## src/rtl/gpio_port_defs.svh

```systemverilog
// Register map, field positions and reset values of the six-pin port.
// Assumes inclusion by bare name from files that need the constants.
`ifndef GPIO_PORT_DEFS_SVH
`define GPIO_PORT_DEFS_SVH

`define OFS_PORT_PIN      8'h00
`define OFS_PIN_DIR       8'h04
`define OFS_INT_CTRL      8'h08
`define OFS_CONFIG        8'h0C
`define OFS_STATUS        8'h10

`define DIR_RESET         8'hFF
`define DIR_EE_MASK       8'hC0
`define PIN_THREE_BIT     3
`define PIN_FOUR_BIT      4
`define PIN_FIVE_BIT      5
`define CHANGE_IE_BIT     3
`define CHANGE_FLAG_BIT   0
`define PULLUP_EN_BIT     7
`define MST_CLEAR_BIT     0
`define CLK_OUT_BIT       1
`define OSC_LSB           2
`define OSC_MSB           4
`define ANALOG_LSB        5
`define ANALOG_MSB        8
`define CFG_RESET         9'h1E0
`define PULLUP_PINS       8'h0B
`define AXI_OKAY          2'h0
`define AXI_SLVERR        2'h2

`endif

```

## src/rtl/gpio_port_pkg.sv

```systemverilog
// Types shared by the six-pin port.
// Assumes nothing of its surroundings.
package gpio_port_pkg;
  typedef enum logic [2:0]
  {
    OSC_LP    = 3'h0,
    OSC_XT    = 3'h1,
    OSC_HS    = 3'h2,
    OSC_INT_RC = 3'h3,
    OSC_EXT_RC = 3'h4
  } osc_mode_t;

  typedef enum logic [1:0]
  {
    WR_IDLE = 2'h0,
    WR_RESP = 2'h1
  } wr_state_t;
endpackage : gpio_port_pkg

```

## src/rtl/six_pin_gpio_port.sv

```systemverilog
// Six-pin port with two internal EEPROM lines, reached over AXI4-Lite.
// Assumes pins and EEPROM lines are asynchronous and pass synchronisers.
// Function
// - Port read returns pin levels, not latches
// - Reset loads direction register all ones
// - Port register eight bits, six external
// - Bit six EEPROM data, seven clock
// - Pin three input only, direction reads one
// - Direction bits six, seven read zero
// - Alternate-function pins read as zero at port, raw at status
// - Pull-ups and change shared on 0,1,3
// - Master clear forces pin three pull-up
// - Master clear: no change event, reads zero
// - Change detection only while enable set
// - External oscillator overrides pins four, five
// - Direction one floats, zero drives latch
// - Direction 5:4 forced one except RC modes
// - Clock output ignores pin four direction
// - Outputs latched, inputs sampled at read
// - Each pin but three own direction
// - After power-on analog pins read zero
// - Port write updates only output latches
`timescale 1ns/10ps
`include "gpio_port_defs.svh"

module six_pin_gpio_port
(
  input  wire logic        sys_clk,
  input  wire logic        nrst,
  input  wire logic [31:0] s_axi_awaddr,
  input  wire logic        s_axi_awvalid,
  output logic             s_axi_awready,
  input  wire logic [31:0] s_axi_wdata,
  input  wire logic [3:0]  s_axi_wstrb,
  input  wire logic        s_axi_wvalid,
  output logic             s_axi_wready,
  output logic [1:0]       s_axi_bresp,
  output logic             s_axi_bvalid,
  input  wire logic        s_axi_bready,
  input  wire logic [31:0] s_axi_araddr,
  input  wire logic        s_axi_arvalid,
  output logic             s_axi_arready,
  output logic [31:0]      s_axi_rdata,
  output logic [1:0]       s_axi_rresp,
  output logic             s_axi_rvalid,
  input  wire logic        s_axi_rready,
  input  wire logic [7:0]  pin_in,
  output logic [7:0]       pin_out,
  output logic [7:0]       pin_oe,
  output logic [7:0]       pin_pullup,
  output logic             change_irq_flag
);

  // Configuration: bit0 master clear, bit1 clock out, 4:2 osc, 8:5 analog
  logic [8:0]  config_r;
  logic [7:0]  port_latch_r;
  logic [7:0]  pin_dir_r;
  logic [7:0]  intctl_r;
  logic [7:0]  sync1_r;
  logic [7:0]  sync2_r;
  logic [7:0]  last_r;
  logic        aw_held_r;
  logic        w_held_r;
  logic [7:0]  awaddr_r;
  logic [31:0] wdata_r;
  logic [3:0]  wstrb_r;
  gpio_port_pkg::wr_state_t wr_state_r;
  logic        mst_clear_on;
  logic        rc_mode;
  logic        ext_osc;
  logic [7:0]  alt_mask;
  logic [7:0]  port_view;
  logic [7:0]  dir_view;
  logic [7:0]  dir_eff;
  logic [7:0]  changed;
  logic        do_write;
  logic [7:0]  wr_addr;
  logic [31:0] wr_data;
  logic        wr_lane0;
  logic        wr_lane1;
  logic        flag_clear;
  logic [31:0] rd_word;
  logic        rd_ok;
  logic [7:0]  rd_addr;
  gpio_port_pkg::osc_mode_t osc_mode;

  assign osc_mode = gpio_port_pkg::osc_mode_t'(config_r[`OSC_MSB:`OSC_LSB]);
  assign mst_clear_on = config_r[`MST_CLEAR_BIT];
  assign rc_mode  = (osc_mode == gpio_port_pkg::OSC_INT_RC) ||
                    (osc_mode == gpio_port_pkg::OSC_EXT_RC);
  // Crystal modes own both oscillator pins; external RC takes pin five only
  assign ext_osc  = !rc_mode;

  // Pins taken by an alternate function read as zero
  always_comb
  begin
    alt_mask = 8'h00;
    alt_mask[`PIN_THREE_BIT] = mst_clear_on;
    alt_mask[`PIN_FOUR_BIT]  = ext_osc ||
                               (rc_mode && config_r[`CLK_OUT_BIT]);
    alt_mask[`PIN_FIVE_BIT]  = ext_osc ||
                               (osc_mode == gpio_port_pkg::OSC_EXT_RC);
    alt_mask[2:0] = {config_r[`ANALOG_LSB+2], config_r[`ANALOG_LSB+1],
                     config_r[`ANALOG_LSB]};
    alt_mask[`PIN_FOUR_BIT] = alt_mask[`PIN_FOUR_BIT] ||
                              config_r[`ANALOG_MSB];
  end

  // Port read shows synchronised pin levels, not the latches
  assign port_view = sync2_r & ~alt_mask;

  // Direction as software sees it
  always_comb
  begin
    dir_view = pin_dir_r & ~`DIR_EE_MASK;
    dir_view[`PIN_THREE_BIT] = 1'b1;
    if (!rc_mode)
    begin
      dir_view[`PIN_FIVE_BIT:`PIN_FOUR_BIT] = 2'h3;
    end
  end

  // Effective direction, one floats; EEPROM lines keep their own bits
  always_comb
  begin
    dir_eff = dir_view;
    dir_eff[7:6] = pin_dir_r[7:6];
    dir_eff = dir_eff | alt_mask;
    dir_eff[`PIN_THREE_BIT] = 1'b1;
    if (rc_mode && config_r[`CLK_OUT_BIT])
    begin
      dir_eff[`PIN_FOUR_BIT] = 1'b0;
    end
  end

  // Two-flop synchronisers on every pin
  always_ff @(posedge sys_clk or negedge nrst)
  begin
    if (!nrst)
    begin
      sync1_r <= 8'h00;
      sync2_r <= 8'h00;
      last_r  <= 8'h00;
    end
    else
    begin
      sync1_r <= pin_in;
      sync2_r <= sync1_r;
      last_r  <= sync2_r;
    end
  end

  // Change on shared pins 0, 1, 3; pin three masked under master clear
  assign changed = (sync2_r ^ last_r) & `PULLUP_PINS &
                   ~({7'h00, mst_clear_on} << `PIN_THREE_BIT);

  // Write channel: capture address and data in either order
  assign do_write = aw_held_r && w_held_r &&
                    wr_state_r == gpio_port_pkg::WR_IDLE;
  assign wr_addr  = awaddr_r;
  assign wr_data  = wdata_r;
  assign wr_lane0 = do_write && wstrb_r[0];
  assign wr_lane1 = do_write && wstrb_r[1];

  always_ff @(posedge sys_clk or negedge nrst)
  begin
    if (!nrst)
    begin
      aw_held_r     <= 1'b0;
      w_held_r      <= 1'b0;
      awaddr_r      <= 8'h00;
      wdata_r       <= 32'h0000_0000;
      wstrb_r       <= 4'h0;
      s_axi_awready <= 1'b0;
      s_axi_wready  <= 1'b0;
      s_axi_bvalid  <= 1'b0;
      s_axi_bresp   <= `AXI_OKAY;
      wr_state_r    <= gpio_port_pkg::WR_IDLE;
    end
    else
    begin
      s_axi_awready <= !aw_held_r && !s_axi_awready &&
                       wr_state_r == gpio_port_pkg::WR_IDLE;
      s_axi_wready  <= !w_held_r && !s_axi_wready &&
                       wr_state_r == gpio_port_pkg::WR_IDLE;
      if (s_axi_awvalid && s_axi_awready)
      begin
        aw_held_r <= 1'b1;
        awaddr_r  <= s_axi_awaddr[7:0];
        s_axi_awready <= 1'b0;
      end
      if (s_axi_wvalid && s_axi_wready)
      begin
        w_held_r <= 1'b1;
        wdata_r  <= s_axi_wdata;
        wstrb_r  <= s_axi_wstrb;
        s_axi_wready <= 1'b0;
      end
      case (wr_state_r)
        gpio_port_pkg::WR_IDLE:
        begin
          if (do_write)
          begin
            aw_held_r    <= 1'b0;
            w_held_r     <= 1'b0;
            s_axi_bvalid <= 1'b1;
            s_axi_bresp  <= (wr_addr == `OFS_PORT_PIN ||
                             wr_addr == `OFS_PIN_DIR  ||
                             wr_addr == `OFS_INT_CTRL ||
                             wr_addr == `OFS_CONFIG   ||
                             wr_addr == `OFS_STATUS) ? `AXI_OKAY : `AXI_SLVERR;
            wr_state_r   <= gpio_port_pkg::WR_RESP;
          end
        end
        gpio_port_pkg::WR_RESP:
        begin
          if (s_axi_bready)
          begin
            s_axi_bvalid <= 1'b0;
            wr_state_r   <= gpio_port_pkg::WR_IDLE;
          end
        end
        default:
        begin
          wr_state_r <= gpio_port_pkg::WR_IDLE;
        end
      endcase
    end
  end

  // Output latches hold until rewritten; port write touches only them
  always_ff @(posedge sys_clk or negedge nrst)
  begin
    if (!nrst)
    begin
      port_latch_r <= 8'h00;
    end
    else if (wr_lane0 && wr_addr == `OFS_PORT_PIN)
    begin
      port_latch_r <= wr_data[7:0];
    end
  end

  // Direction register; RC-gated bits 5:4, pin three fixed
  always_ff @(posedge sys_clk or negedge nrst)
  begin
    if (!nrst)
    begin
      pin_dir_r <= `DIR_RESET;
    end
    else if (wr_lane0 && wr_addr == `OFS_PIN_DIR)
    begin
      pin_dir_r[2:0] <= wr_data[2:0];
      pin_dir_r[7:6] <= wr_data[7:6];
      if (rc_mode)
      begin
        pin_dir_r[`PIN_FIVE_BIT:`PIN_FOUR_BIT] <= wr_data[5:4];
      end
    end
  end

  // Interrupt control: enable bit 3, pull-up bit 7, sticky change flag
  assign flag_clear = wr_lane0 && wr_addr == `OFS_INT_CTRL &&
                      !wr_data[`CHANGE_FLAG_BIT];
  always_ff @(posedge sys_clk or negedge nrst)
  begin
    if (!nrst)
    begin
      intctl_r <= 8'h00;
    end
    else
    begin
      if (wr_lane0 && wr_addr == `OFS_INT_CTRL)
      begin
        intctl_r[7:1] <= wr_data[7:1];
      end
      // A change in the clearing cycle still sets the flag
      if (intctl_r[`CHANGE_IE_BIT] && |changed)
      begin
        intctl_r[`CHANGE_FLAG_BIT] <= 1'b1;
      end
      else if (flag_clear)
      begin
        intctl_r[`CHANGE_FLAG_BIT] <= 1'b0;
      end
    end
  end

  // Configuration word; power-on leaves analog pins selected
  always_ff @(posedge sys_clk or negedge nrst)
  begin
    if (!nrst)
    begin
      config_r <= `CFG_RESET;
    end
    else
    begin
      if (wr_lane0 && wr_addr == `OFS_CONFIG)
      begin
        config_r[7:0] <= wr_data[7:0];
      end
      if (wr_lane1 && wr_addr == `OFS_CONFIG)
      begin
        config_r[8] <= wr_data[8];
      end
    end
  end

  // Pin drivers and pull-ups
  always_ff @(posedge sys_clk or negedge nrst)
  begin
    if (!nrst)
    begin
      pin_out         <= 8'h00;
      pin_oe          <= 8'h00;
      pin_pullup      <= 8'h00;
      change_irq_flag <= 1'b0;
    end
    else
    begin
      pin_out <= port_latch_r;
      pin_oe  <= ~dir_eff;
      pin_pullup <= intctl_r[`PULLUP_EN_BIT] ? `PULLUP_PINS : 8'h00;
      if (mst_clear_on)
      begin
        pin_pullup[`PIN_THREE_BIT] <= 1'b1;
      end
      change_irq_flag <= intctl_r[`CHANGE_FLAG_BIT];
    end
  end

  // Read channel: one cycle to answer, held until rready
  assign rd_addr = s_axi_araddr[7:0];
  always_comb
  begin
    rd_ok   = 1'b1;
    rd_word = 32'h0000_0000;
    case (rd_addr)
      `OFS_PORT_PIN: rd_word[7:0] = port_view;
      `OFS_PIN_DIR:  rd_word[7:0] = dir_view;
      `OFS_INT_CTRL: rd_word[7:0] = intctl_r;
      `OFS_CONFIG:   rd_word[8:0] = config_r;
      `OFS_STATUS:   rd_word[7:0] = sync2_r;
      default:       rd_ok = 1'b0;
    endcase
  end

  always_ff @(posedge sys_clk or negedge nrst)
  begin
    if (!nrst)
    begin
      s_axi_arready <= 1'b0;
      s_axi_rvalid  <= 1'b0;
      s_axi_rdata   <= 32'h0000_0000;
      s_axi_rresp   <= `AXI_OKAY;
    end
    else
    begin
      s_axi_arready <= !s_axi_rvalid && !s_axi_arready;
      if (s_axi_arvalid && s_axi_arready)
      begin
        s_axi_arready <= 1'b0;
        s_axi_rvalid  <= 1'b1;
        s_axi_rdata   <= rd_word;
        s_axi_rresp   <= rd_ok ? `AXI_OKAY : `AXI_SLVERR;
      end
      else if (s_axi_rvalid && s_axi_rready)
      begin
        s_axi_rvalid <= 1'b0;
      end
    end
  end

endmodule : six_pin_gpio_port

```

## config.mk

```make
export PLATFORM = sky130hd
export DESIGN_NAME = six_pin_gpio_port
export DESIGN_NICKNAME = d
export VERILOG_FILES = /design/src/rtl/gpio_port_pkg.sv /design/src/rtl/six_pin_gpio_port.sv
export VERILOG_INCLUDE_DIRS = /design/src /design/src/rtl
export SDC_FILE = /design/constraint.sdc
export NUM_CORES = 1
export LEC_CHECK = 0
export ABC_AREA = 0
export ABC_CLOCK_PERIOD_IN_PS = 2300
export BUFFER_PORTS_ARGS = -buffer_cell sky130_fd_sc_hd__buf_2
export CAP_MARGIN = 25
export CORE_MARGIN = 4
export CORE_UTILIZATION = 43
export DETAILED_ROUTE_END_ITERATION = 8
export GPL_TIMING_DRIVEN = 0
export PLACE_DENSITY = 0.84
export SYNTH_ARGS = -nofsm -noshare
export SYNTH_HDL_FRONTEND = slang
export SYNTH_SLANG_ARGS = --single-unit
```

## constraint.sdc

```tcl
create_clock -name sys_clk -period 2.3 [get_ports sys_clk]
set_clock_uncertainty 0.15 [all_clocks]
set_input_delay 0.23 -clock sys_clk [delete_from_list [all_inputs] [get_ports sys_clk]]
set_output_delay 0.23 -clock sys_clk [all_outputs]
set_load 0.01 [all_outputs]
```

==> impl_summary.txt, run 1 <==
----------------------------------------------------
[STA]
  Worst slew margin relative to its limit ... 60.1%
  Final setup violation count ... 0
  Max-slew violation total from the final report ... 0
  Fraction of the cycle the final worst path needs ... 97.5%
  Max frequency ... 446 MHz
  Slew at the pin closest to its max-slew limit ... 0.598 ns
  RSZ-0062 raised after global routing ... no
  Final period demand of the worst path ... 2.24 ns
  Setup TNS after final layout ... 0 ns
  Final number of hold-violating endpoints ... 0

[Critical path]
  Worst-path cell chain ... or4_4 > or4_4 > buf_6 > nor2_8 > mux2_4
  Register-to-register path setup slack ... 0.06 ns
  Worst Setup EP ... pin_dir_r[5]
  Gate family responsible for the most delay along the worst path ... simple AND/OR/NAND/NOR gates
  Stages on the worst setup path ... 5
  Element type at the critical path end ... flop
  Worst setup path category ... flop to flop
  Delay contributed by the slowest stage of the critical path ... 0.58 ns
  Slowest-stage cell, CP ... sky130_fd_sc_hd__or4_4
  Worst reg2reg startpoint ... awaddr_r[6]
  Largest driver fanout on the critical path ... 6
  Capture point of the worst reg-to-reg path ... pin_dir_r[5]
  Buffer and inverter count on the worst path ... 1
  Worst Path Required ... 2.45 ns
  Worst Reg2Reg Path Length in Cells ... 5
  Most prevalent standard cell on the critical path ... sky130_fd_sc_hd__or4_4
  WP data arrival ... 2.40 ns
  Worst setup startpoint ... awaddr_r[6]
  Worst setup SP type ... flop

[Route]
  Final wirelength ... 8950 µm
  Post-detailed-route count of antenna-violating nets ... 0
  Post-detailed-route via-to-cell ratio ... 4.72
  Vias after detailed routing ... 2860
  Number of remaining DRC errors ... 0
  Number of DRC markers after the initial detailed-route iteration ... 98
  Routed wire length per instance ... 14.8 µm
  TritonRoute pass-1 iters ... 4

[Cells and area]
  Utilization after layout ... 56.9%
  Finished Cell Area ... 5560 µm²
  Layout cells sized above 1 ... 41.0%
  Number of antenna diodes ... 0
  Layout overhead on the synthesized area ... 28.4%
  NumNets Final ... 583
  Top library cells by usage in the layout, fill and taps aside ... sky130_fd_sc_hd__dfrtp_1 (95), sky130_fd_sc_hd__buf_2 (75), sky130_fd_sc_hd__mux2_2 (35)
  Final Instance Count excl. Fillers ... 606
  Leading cell type in the layout, fill and taps excluded ... sky130_fd_sc_hd__dfrtp_1

[Clock tree]
  Maximum number of buffers from clock root to sink ... 2
  Post-CTS Setup Bufs ... 0
  Total number of clock tree sinks ... 106
  Number of buffers created by CTS ... 9
  Clock latency on the worst-skew pair ... 0.37 ns
  Root buffer selected by CTS ... sky130_fd_sc_hd__clkbuf_8
  CTS clk-pin slew, worst paths ... 0.10 ns
  H-Tree Level Count ... 3
  TritonCTS clock tree ... yes

[Run]
  Max-Cap Viols ... 0

[Placed design]
  Half-perimeter wire length after placement ... 6380 µm
  Buffers added on ports ... 76
  Placer congestion estimate ... 0.866
  Instance count after placement with tap cells included ... 557
  Placed standard-cell area ... 5020 µm²

[Floorplanning]
  I/O pin cnt ... 181
  Effective utilization at floorplan ... 44.3%
  DIE HEIGHT ... 108 µm
  Area of the die ... 11700 µm²
  Die boundary width ... 108 µm
  Standard-cell row count ... 36
  Core Region ... 9770 µm²

[Power and ir drop]
  Power Density ... 819 nW/µm²
  Leakage ... 2.74 nW
  Largest voltage drop on the vdd net ... 586 µV

[Logic synthesis]
  Async S/R FF share, synth ... 100%
  Synth Cell Area ... 4330 µm²
  Sequential area share after synthesis ... 61.6%
  Seq cells post-synth ... 106
  Synthesized area per cell ... 13.7 µm²
  Number of flops mapped to enable cells by yosys ... 0
  Synth Warn # ... 0
  Leading register cell type out of synthesis ... sky130_fd_sc_hd__dfrtp_1
  Count of distinct cell types in the synthesized netlist ... 42
  Cell count after synthesis ... 317

[Worst hold path]
  Hold crit path type ... primary input to flop

[GRT]
  GRT Resource Usage Total ... 16.0%
  Total congestion overflow ... 0
  Largest net degree at the start of global routing ... 78
  Global-route wire length before repair ... 14400 µm
  Via count of the first global-routing pass ... 2958
  Initial antenna violation count ... 0

[Status]
  Outcome ... finished clean

----------------------------------------------------
[sequential cells by signal (all words and copies together), names as in the netlist, 2 cells and up]
| signal | flops |
|---|---|
| port_latch_r | 8 |
| pin_pullup | 2 |
| wdata_r | 9 |
| last_r | 3 |
| config_r | 9 |
| pin_oe | 7 |
| dir_view | 3 |
| sync1_r | 8 |
| intctl_r | 8 |
| pin_out | 8 |
| s_axi_rdata | 9 |
| sync2_r | 8 |
| pin_dir_r | 4 |
| wstrb_r | 2 |
| awaddr_r | 8 |
[synthesized netlist by cell type (2+ instances only)]
master                      count  area (µm²)
sky130_fd_sc_hd__xnor2_1        3        26.3
sky130_fd_sc_hd__nor3b_1        2        15.0
sky130_fd_sc_hd__nand2_1       12        45.0
sky130_fd_sc_hd__mux2_4        14         210
sky130_fd_sc_hd__nand3b_1       2        15.0
sky130_fd_sc_hd__inv_1          5        18.8
sky130_fd_sc_hd__or3_1          2        12.5
sky130_fd_sc_hd__and3b_1        2        17.5
sky130_fd_sc_hd__or4_1          2        15.0
sky130_fd_sc_hd__o21ai_0       11        55.1
sky130_fd_sc_hd__o311ai_0       2        17.5
sky130_fd_sc_hd__or4_4          2        22.5
sky130_fd_sc_hd__nand2b_1       7        43.8
sky130_fd_sc_hd__a32oi_1        3        26.3
sky130_fd_sc_hd__clkbuf_1       5        18.8
sky130_fd_sc_hd__nor4_1         4        25.0
sky130_fd_sc_hd__nor3_1         3        15.0
sky130_fd_sc_hd__mux2_2        35         394
sky130_fd_sc_hd__dfrtp_1       95        2380
sky130_fd_sc_hd__o2bb2ai_1      2        17.5
sky130_fd_sc_hd__buf_4         33         248
sky130_fd_sc_hd__a22oi_1        4        30.0
sky130_fd_sc_hd__nor2b_1        8        50.1
sky130_fd_sc_hd__nor2_1        15        56.3
sky130_fd_sc_hd__a22o_1         7        61.3
sky130_fd_sc_hd__buf_6          2        22.5
sky130_fd_sc_hd__a21oi_1        7        35.0
sky130_fd_sc_hd__dfstp_2       11         289
sky130_fd_sc_hd__and3_1         2        12.5
sky130_fd_sc_hd__or4bb_1        2        22.5
sky130_fd_sc_hd__o211ai_1       2        15.0
[routing by layer]
layer | vias up | part of all wire, % | track usage [%] | wire (µm)
met5 | - | 0 | 0 | 0
met4 | 0 | 1.9 | 5.77 | 168
met3 | 15 | 6.4 | 4.48 | 571
met2 | 96 | 54 | 27.8 | 4810
met1 | 1397 | 38 | 19.0 | 3410
li1 | 1352 | - | - | -
[worst reg2reg max path, cell delays in order (launching register included)]
cell	delay (ns)
sky130_fd_sc_hd__dfrtp_1	0.39
sky130_fd_sc_hd__or4_4	0.58
sky130_fd_sc_hd__or4_4	0.50
sky130_fd_sc_hd__buf_6	0.17
sky130_fd_sc_hd__nor2_8	0.10
sky130_fd_sc_hd__mux2_4	0.30
[cell families (layout without fill, tap and decap cells)]
| group | count (synthesis) | in the layout | synth area share [%] |
|---|---|---|---|
| and+or+nand+nor | 69 | 69 | 9.54 |
| AOI/OAI and AO/OA | 43 | 43 | 6.82 |
| other | 1 | 31 | 0.0866 |
| muxes | 50 | 50 | 14.2 |
| buffers and inverters | 45 | 171 | 7.11 |
| xor gates and xnor gates | 3 | 3 | 0.607 |
| DFF | 106 | 106 | 61.6 |
[worst min-delay path by stage]
stage	startpoint	end	slack [ns]	cells past startpoint
after floorplan	nrst	aw_held_r	-0.22	0
after global placement	sync1_r[0]	sync2_r[0]	0.19	0
after detailed placement	nrst	sync1_r[4]	0.04	1
after CTS	s_axi_araddr[6]	s_axi_rdata[4]	0.08	3
after global routing	s_axi_araddr[6]	s_axi_rdata[4]	0.09	3
final	s_axi_araddr[6]	s_axi_rdata[4]	0.11	3
[final cells by class]
type                            instances  area (µm²)
Timing Repair Buffer                  110         741
Multi-Input combinational cell        196        1470
Clock inverter                          6        66.3
Buffer                                 40         289
Fill cell                             809        4220
Sequential cell                       106        2670
Clock buffer                           10         138
Tap cell                              133         166
Inverter                                5        18.8
[power breakdown]
part | leakage [nW] | switching (mW) | internal [mW] | total, mW
Combinational | 1.34 | 0.386 | 0.481 | 0.867
Clock | 0.0945 | 0.609 | 0.532 | 1.14
Sequential | 1.31 | 0.318 | 2.23 | 2.54
[through the flow]
| stage | worst slack [ns] | hold slack [ns] | total power [mW] |
|---|---|---|---|
| CTS | 0.0403 | 0.0798 | 4.59 |
| detailed placement | 0.0635 | 0.0358 | 3.41 |
| finish | 0.0585 | 0.110 | 4.55 |
| global route | 0.00677 | 0.0935 | 4.84 |
| floorplan | 0.151 | -0.216 | 3.04 |
| global placement | -0.193 | 0.185 | 3.34 |
[repair_timing]
| action | in CTS | in global routing |
|---|---|---|
| hold buffers | 33 | 0 |
| hold endpoints to repair | 61 | 0 |
| gates resized for setup | 0 | 1 |
| setup endpoints to repair | 0 | 16 |
Power figures use the tool's default switching activity.
==> run 2: changes to the inputs <==
--- a/config.mk
+++ b/config.mk
@@ -10,6 +10,7 @@
 export ABC_CLOCK_PERIOD_IN_PS = 2300
 export BUFFER_PORTS_ARGS = -buffer_cell sky130_fd_sc_hd__buf_2
 export CAP_MARGIN = 25
+export CORE_ASPECT_RATIO = 1.25
 export CORE_MARGIN = 4
 export CORE_UTILIZATION = 43
 export DETAILED_ROUTE_END_ITERATION = 8
==> run 2 against run 1 <==
  * Global-route usage decreased by 0.13 points
  * Worst hold slack better by 0.0033 ns
  * Fmax hardly changed
  * Worst setup slack better by 0.00099 ns
  * Critical endpoint unchanged
  * Routed wire length fell by 0.31%
  * Flip-flop and latch count did not move
  * Core utilization is 1.5 points higher
  * Largest cell class unchanged
==> impl_summary.txt, run 2 (synthesized netlist as in run 1, its figures left out) <==
----------------------------------------------------
[Route]
  Post-detailed-route via-to-cell ratio ... 4.78 (was 4.72)
  Number of DRC markers after the initial detailed-route iteration ... 112 (was 98)
  TritonRoute pass-1 iters ... 4 (unchanged)
  Final wirelength ... 8930 µm (was 8950 µm)
  Routed wire length per instance ... 14.9 µm (was 14.8 µm)
  Post-detailed-route count of antenna-violating nets ... 0 (unchanged)
  Number of remaining DRC errors ... 0 (unchanged)
  Vias after detailed routing ... 2862 (was 2860)

[GRT]
  Via count of the first global-routing pass ... 2930 (was 2958)
  Global-route wire length before repair ... 14600 µm (was 14400 µm)
  GRT Resource Usage Total ... 15.9% (was 16.0%)
  Largest net degree at the start of global routing ... 66 (was 78)
  Total congestion overflow ... 0 (unchanged)
  Initial antenna violation count ... 0 (unchanged)

[Worst hold path]
  Hold crit path type ... primary input to flop (unchanged)
  Hold Path Stages ... 3 (unchanged)

[Cells and area]
  Utilization after layout ... 58.4% (was 56.9%)
  Layout cells sized above 1 ... 40.6% (was 41.0%)
  Top library cells by usage in the layout, fill and taps aside ... sky130_fd_sc_hd__dfrtp_1 (95), sky130_fd_sc_hd__buf_2 (75), sky130_fd_sc_hd__mux2_2 (35) (unchanged)
  Layout overhead on the synthesized area ... 30.9% (was 28.4%)
  Finished Cell Area ... 5670 µm² (was 5560 µm²)
  NumNets Final ... 583 (unchanged)
  Leading cell type in the layout, fill and taps excluded ... sky130_fd_sc_hd__dfrtp_1 (unchanged)
  Number of antenna diodes ... 0 (unchanged)
  Largest registers ... config_r (9), s_axi_rdata (9), wdata_r (9) (unchanged)

[Power and ir drop]
  Cell Int Power ... 3.69 mW (was 3.24 mW)
  Tot Pwr ... 5.06 mW (was 4.55 mW)
  Largest voltage drop on the vdd net ... 519 µV (was 586 µV)
  Power share of the clock group ... 32.2% (was 25.1%)
  Share of power burned in combinational logic ... 17.2% (was 19.0%)
  Sequential Power Share ... 50.6% (was 55.9%)
  Net switching fraction of the power ... 27.0% (was 28.8%)
  Power Density ... 893 nW/µm² (was 819 nW/µm²)
  Leakage ... 2.79 nW (was 2.74 nW)
  Switching power summed over all nets ... 1.37 mW (was 1.31 mW)

[STA]
  Final period demand of the worst path ... 2.24 ns (about the same)
  Max frequency ... 446 MHz (about the same)
  RSZ-0062 raised after global routing ... no (unchanged)
  Final number of hold-violating endpoints ... 0 (unchanged)
  Max-slew violation total from the final report ... 0 (unchanged)
  Hold slack ... 0.113 ns (was 0.110 ns)
  Fraction of the cycle the final worst path needs ... 97.4% (was 97.5%)
  Final setup violation count ... 0 (unchanged)
  Slew at the pin closest to its max-slew limit ... 0.590 ns (was 0.598 ns)
  Worst slew margin relative to its limit ... 60.7% (was 60.1%)

[Critical path]
  Element type at the critical path end ... flop (unchanged)
  Largest driver fanout on the critical path ... 6 (unchanged)
  Worst Reg2Reg Path Length in Cells ... 5 (unchanged)
  Worst Path Required ... 2.42 ns (was 2.45 ns)
  Worst setup path category ... flop to flop (unchanged)
  Worst setup SP type ... flop (unchanged)
  WP data arrival ... 2.36 ns (was 2.40 ns)

[Clock tree]
  H-Tree Level Count ... 3 (unchanged)
  Post-CTS Setup Bufs ... 0 (unchanged)
  Maximum number of buffers from clock root to sink ... 2 (unchanged)
  Number of buffers created by CTS ... 9 (unchanged)
  Clock latency on the worst-skew pair ... 0.34 ns (was 0.37 ns)
  Total number of clock tree sinks ... 106 (unchanged)
  Root buffer selected by CTS ... sky130_fd_sc_hd__clkbuf_16 (was sky130_fd_sc_hd__clkbuf_8)
  TritonCTS clock tree ... yes (unchanged)
  CTS clk-pin slew, worst paths ... 0.07 ns (was 0.10 ns)

[Floorplanning]
  Die boundary width ... 97.7 µm (was 108 µm)
  Area of the die ... 11700 µm² (about the same)
  Effective utilization at floorplan ... 44.6% (was 44.3%)
  Core Region ... 9710 µm² (was 9770 µm²)
  I/O pin cnt ... 181 (unchanged)
  Standard-cell row count ... 40 (was 36)
  DIE HEIGHT ... 120 µm (was 108 µm)

[Status]
  Outcome ... finished clean (unchanged)

[Placed design]
  Placer congestion estimate ... 0.895 (was 0.866)
  Placed standard-cell area ... 5010 µm² (was 5020 µm²)
  Buffers added on ports ... 76 (unchanged)
  Half-perimeter wire length after placement ... 6430 µm (was 6380 µm)

[Run]
  Max-Cap Viols ... 0 (unchanged)

----------------------------------------------------
[run 2: stage by stage]
step,TNS [ns],cells,worst slack (ns)
after global routing,0,599,0.00649
final,0,599,0.0595
after floorplan,0,347,0.151
after global placement,-16.15,549,-0.178
after CTS,0,599,0.00446
after detailed placement,0,550,0.0143
[run 2: what timing repair did]
action,4_1_cts,5_1_grt
gates resized for setup,0,1
hold buffers,33,0
endpoints found under the setup margin,0,16
endpoints found under the hold margin,71,0
[run 2: layout make-up]
type	instances	area, µm²
flip-flops and latches	106	2670
well taps	126	158
repair buffers	110	741
inverters	5	18.8
fillers	761	4040
plain buffers	40	289
clock buffers	12	246
clock inverters	4	75.1
multi-input cells	196	1470
[run 2: worst max-delay path, stage by stage (launching register included)]
cell	delay [ns]
sky130_fd_sc_hd__dfrtp_1	0.38
sky130_fd_sc_hd__or4_4	0.58
sky130_fd_sc_hd__or4_4	0.49
sky130_fd_sc_hd__buf_6	0.17
sky130_fd_sc_hd__nor2_8	0.09
sky130_fd_sc_hd__mux2_4	0.30
[run 2: worst paths after layout]
kind	start	slack (ns)	end
setup / recovery	awaddr_r[0]	0.06	pin_dir_r[5]
hold / removal	s_axi_araddr[6]	0.11	s_axi_rdata[4]
setup reg to reg	awaddr_r[0]	0.06	pin_dir_r[5]
hold reg to reg	sync1_r[6]	0.20	sync2_r[6]
max in group asynchronous	nrst	0.99	config_r[5]
min in group asynchronous	nrst	0.27	s_axi_arready
[run 2: metal layers]
metal / vias up / share of wire, % / GRT usage (%)
li1: 1356 / - / -
met1: 1377 / 36 / 17.4
met2: 104 / 54 / 28.1
met3: 25 / 5.5 / 3.55
met4: 0 / 3.7 / 9.00
met5: - / 0 / 0
[run 2: power by group through the flow]
| stage | logic [mW] | registers [mW] | clock network (mW) |
|---|---|---|---|
| 5_1_grt | 0.961 | 2.61 | 1.76 |
| 2_1_floorplan | 0.527 | 2.52 | 0 |
| 3_3_place_gp | 0.785 | 2.56 | 0 |
| 4_1_cts | 0.867 | 2.56 | 1.66 |
| 3_5_place_dp | 0.823 | 2.59 | 0 |
| 6_report | 0.868 | 2.56 | 1.63 |
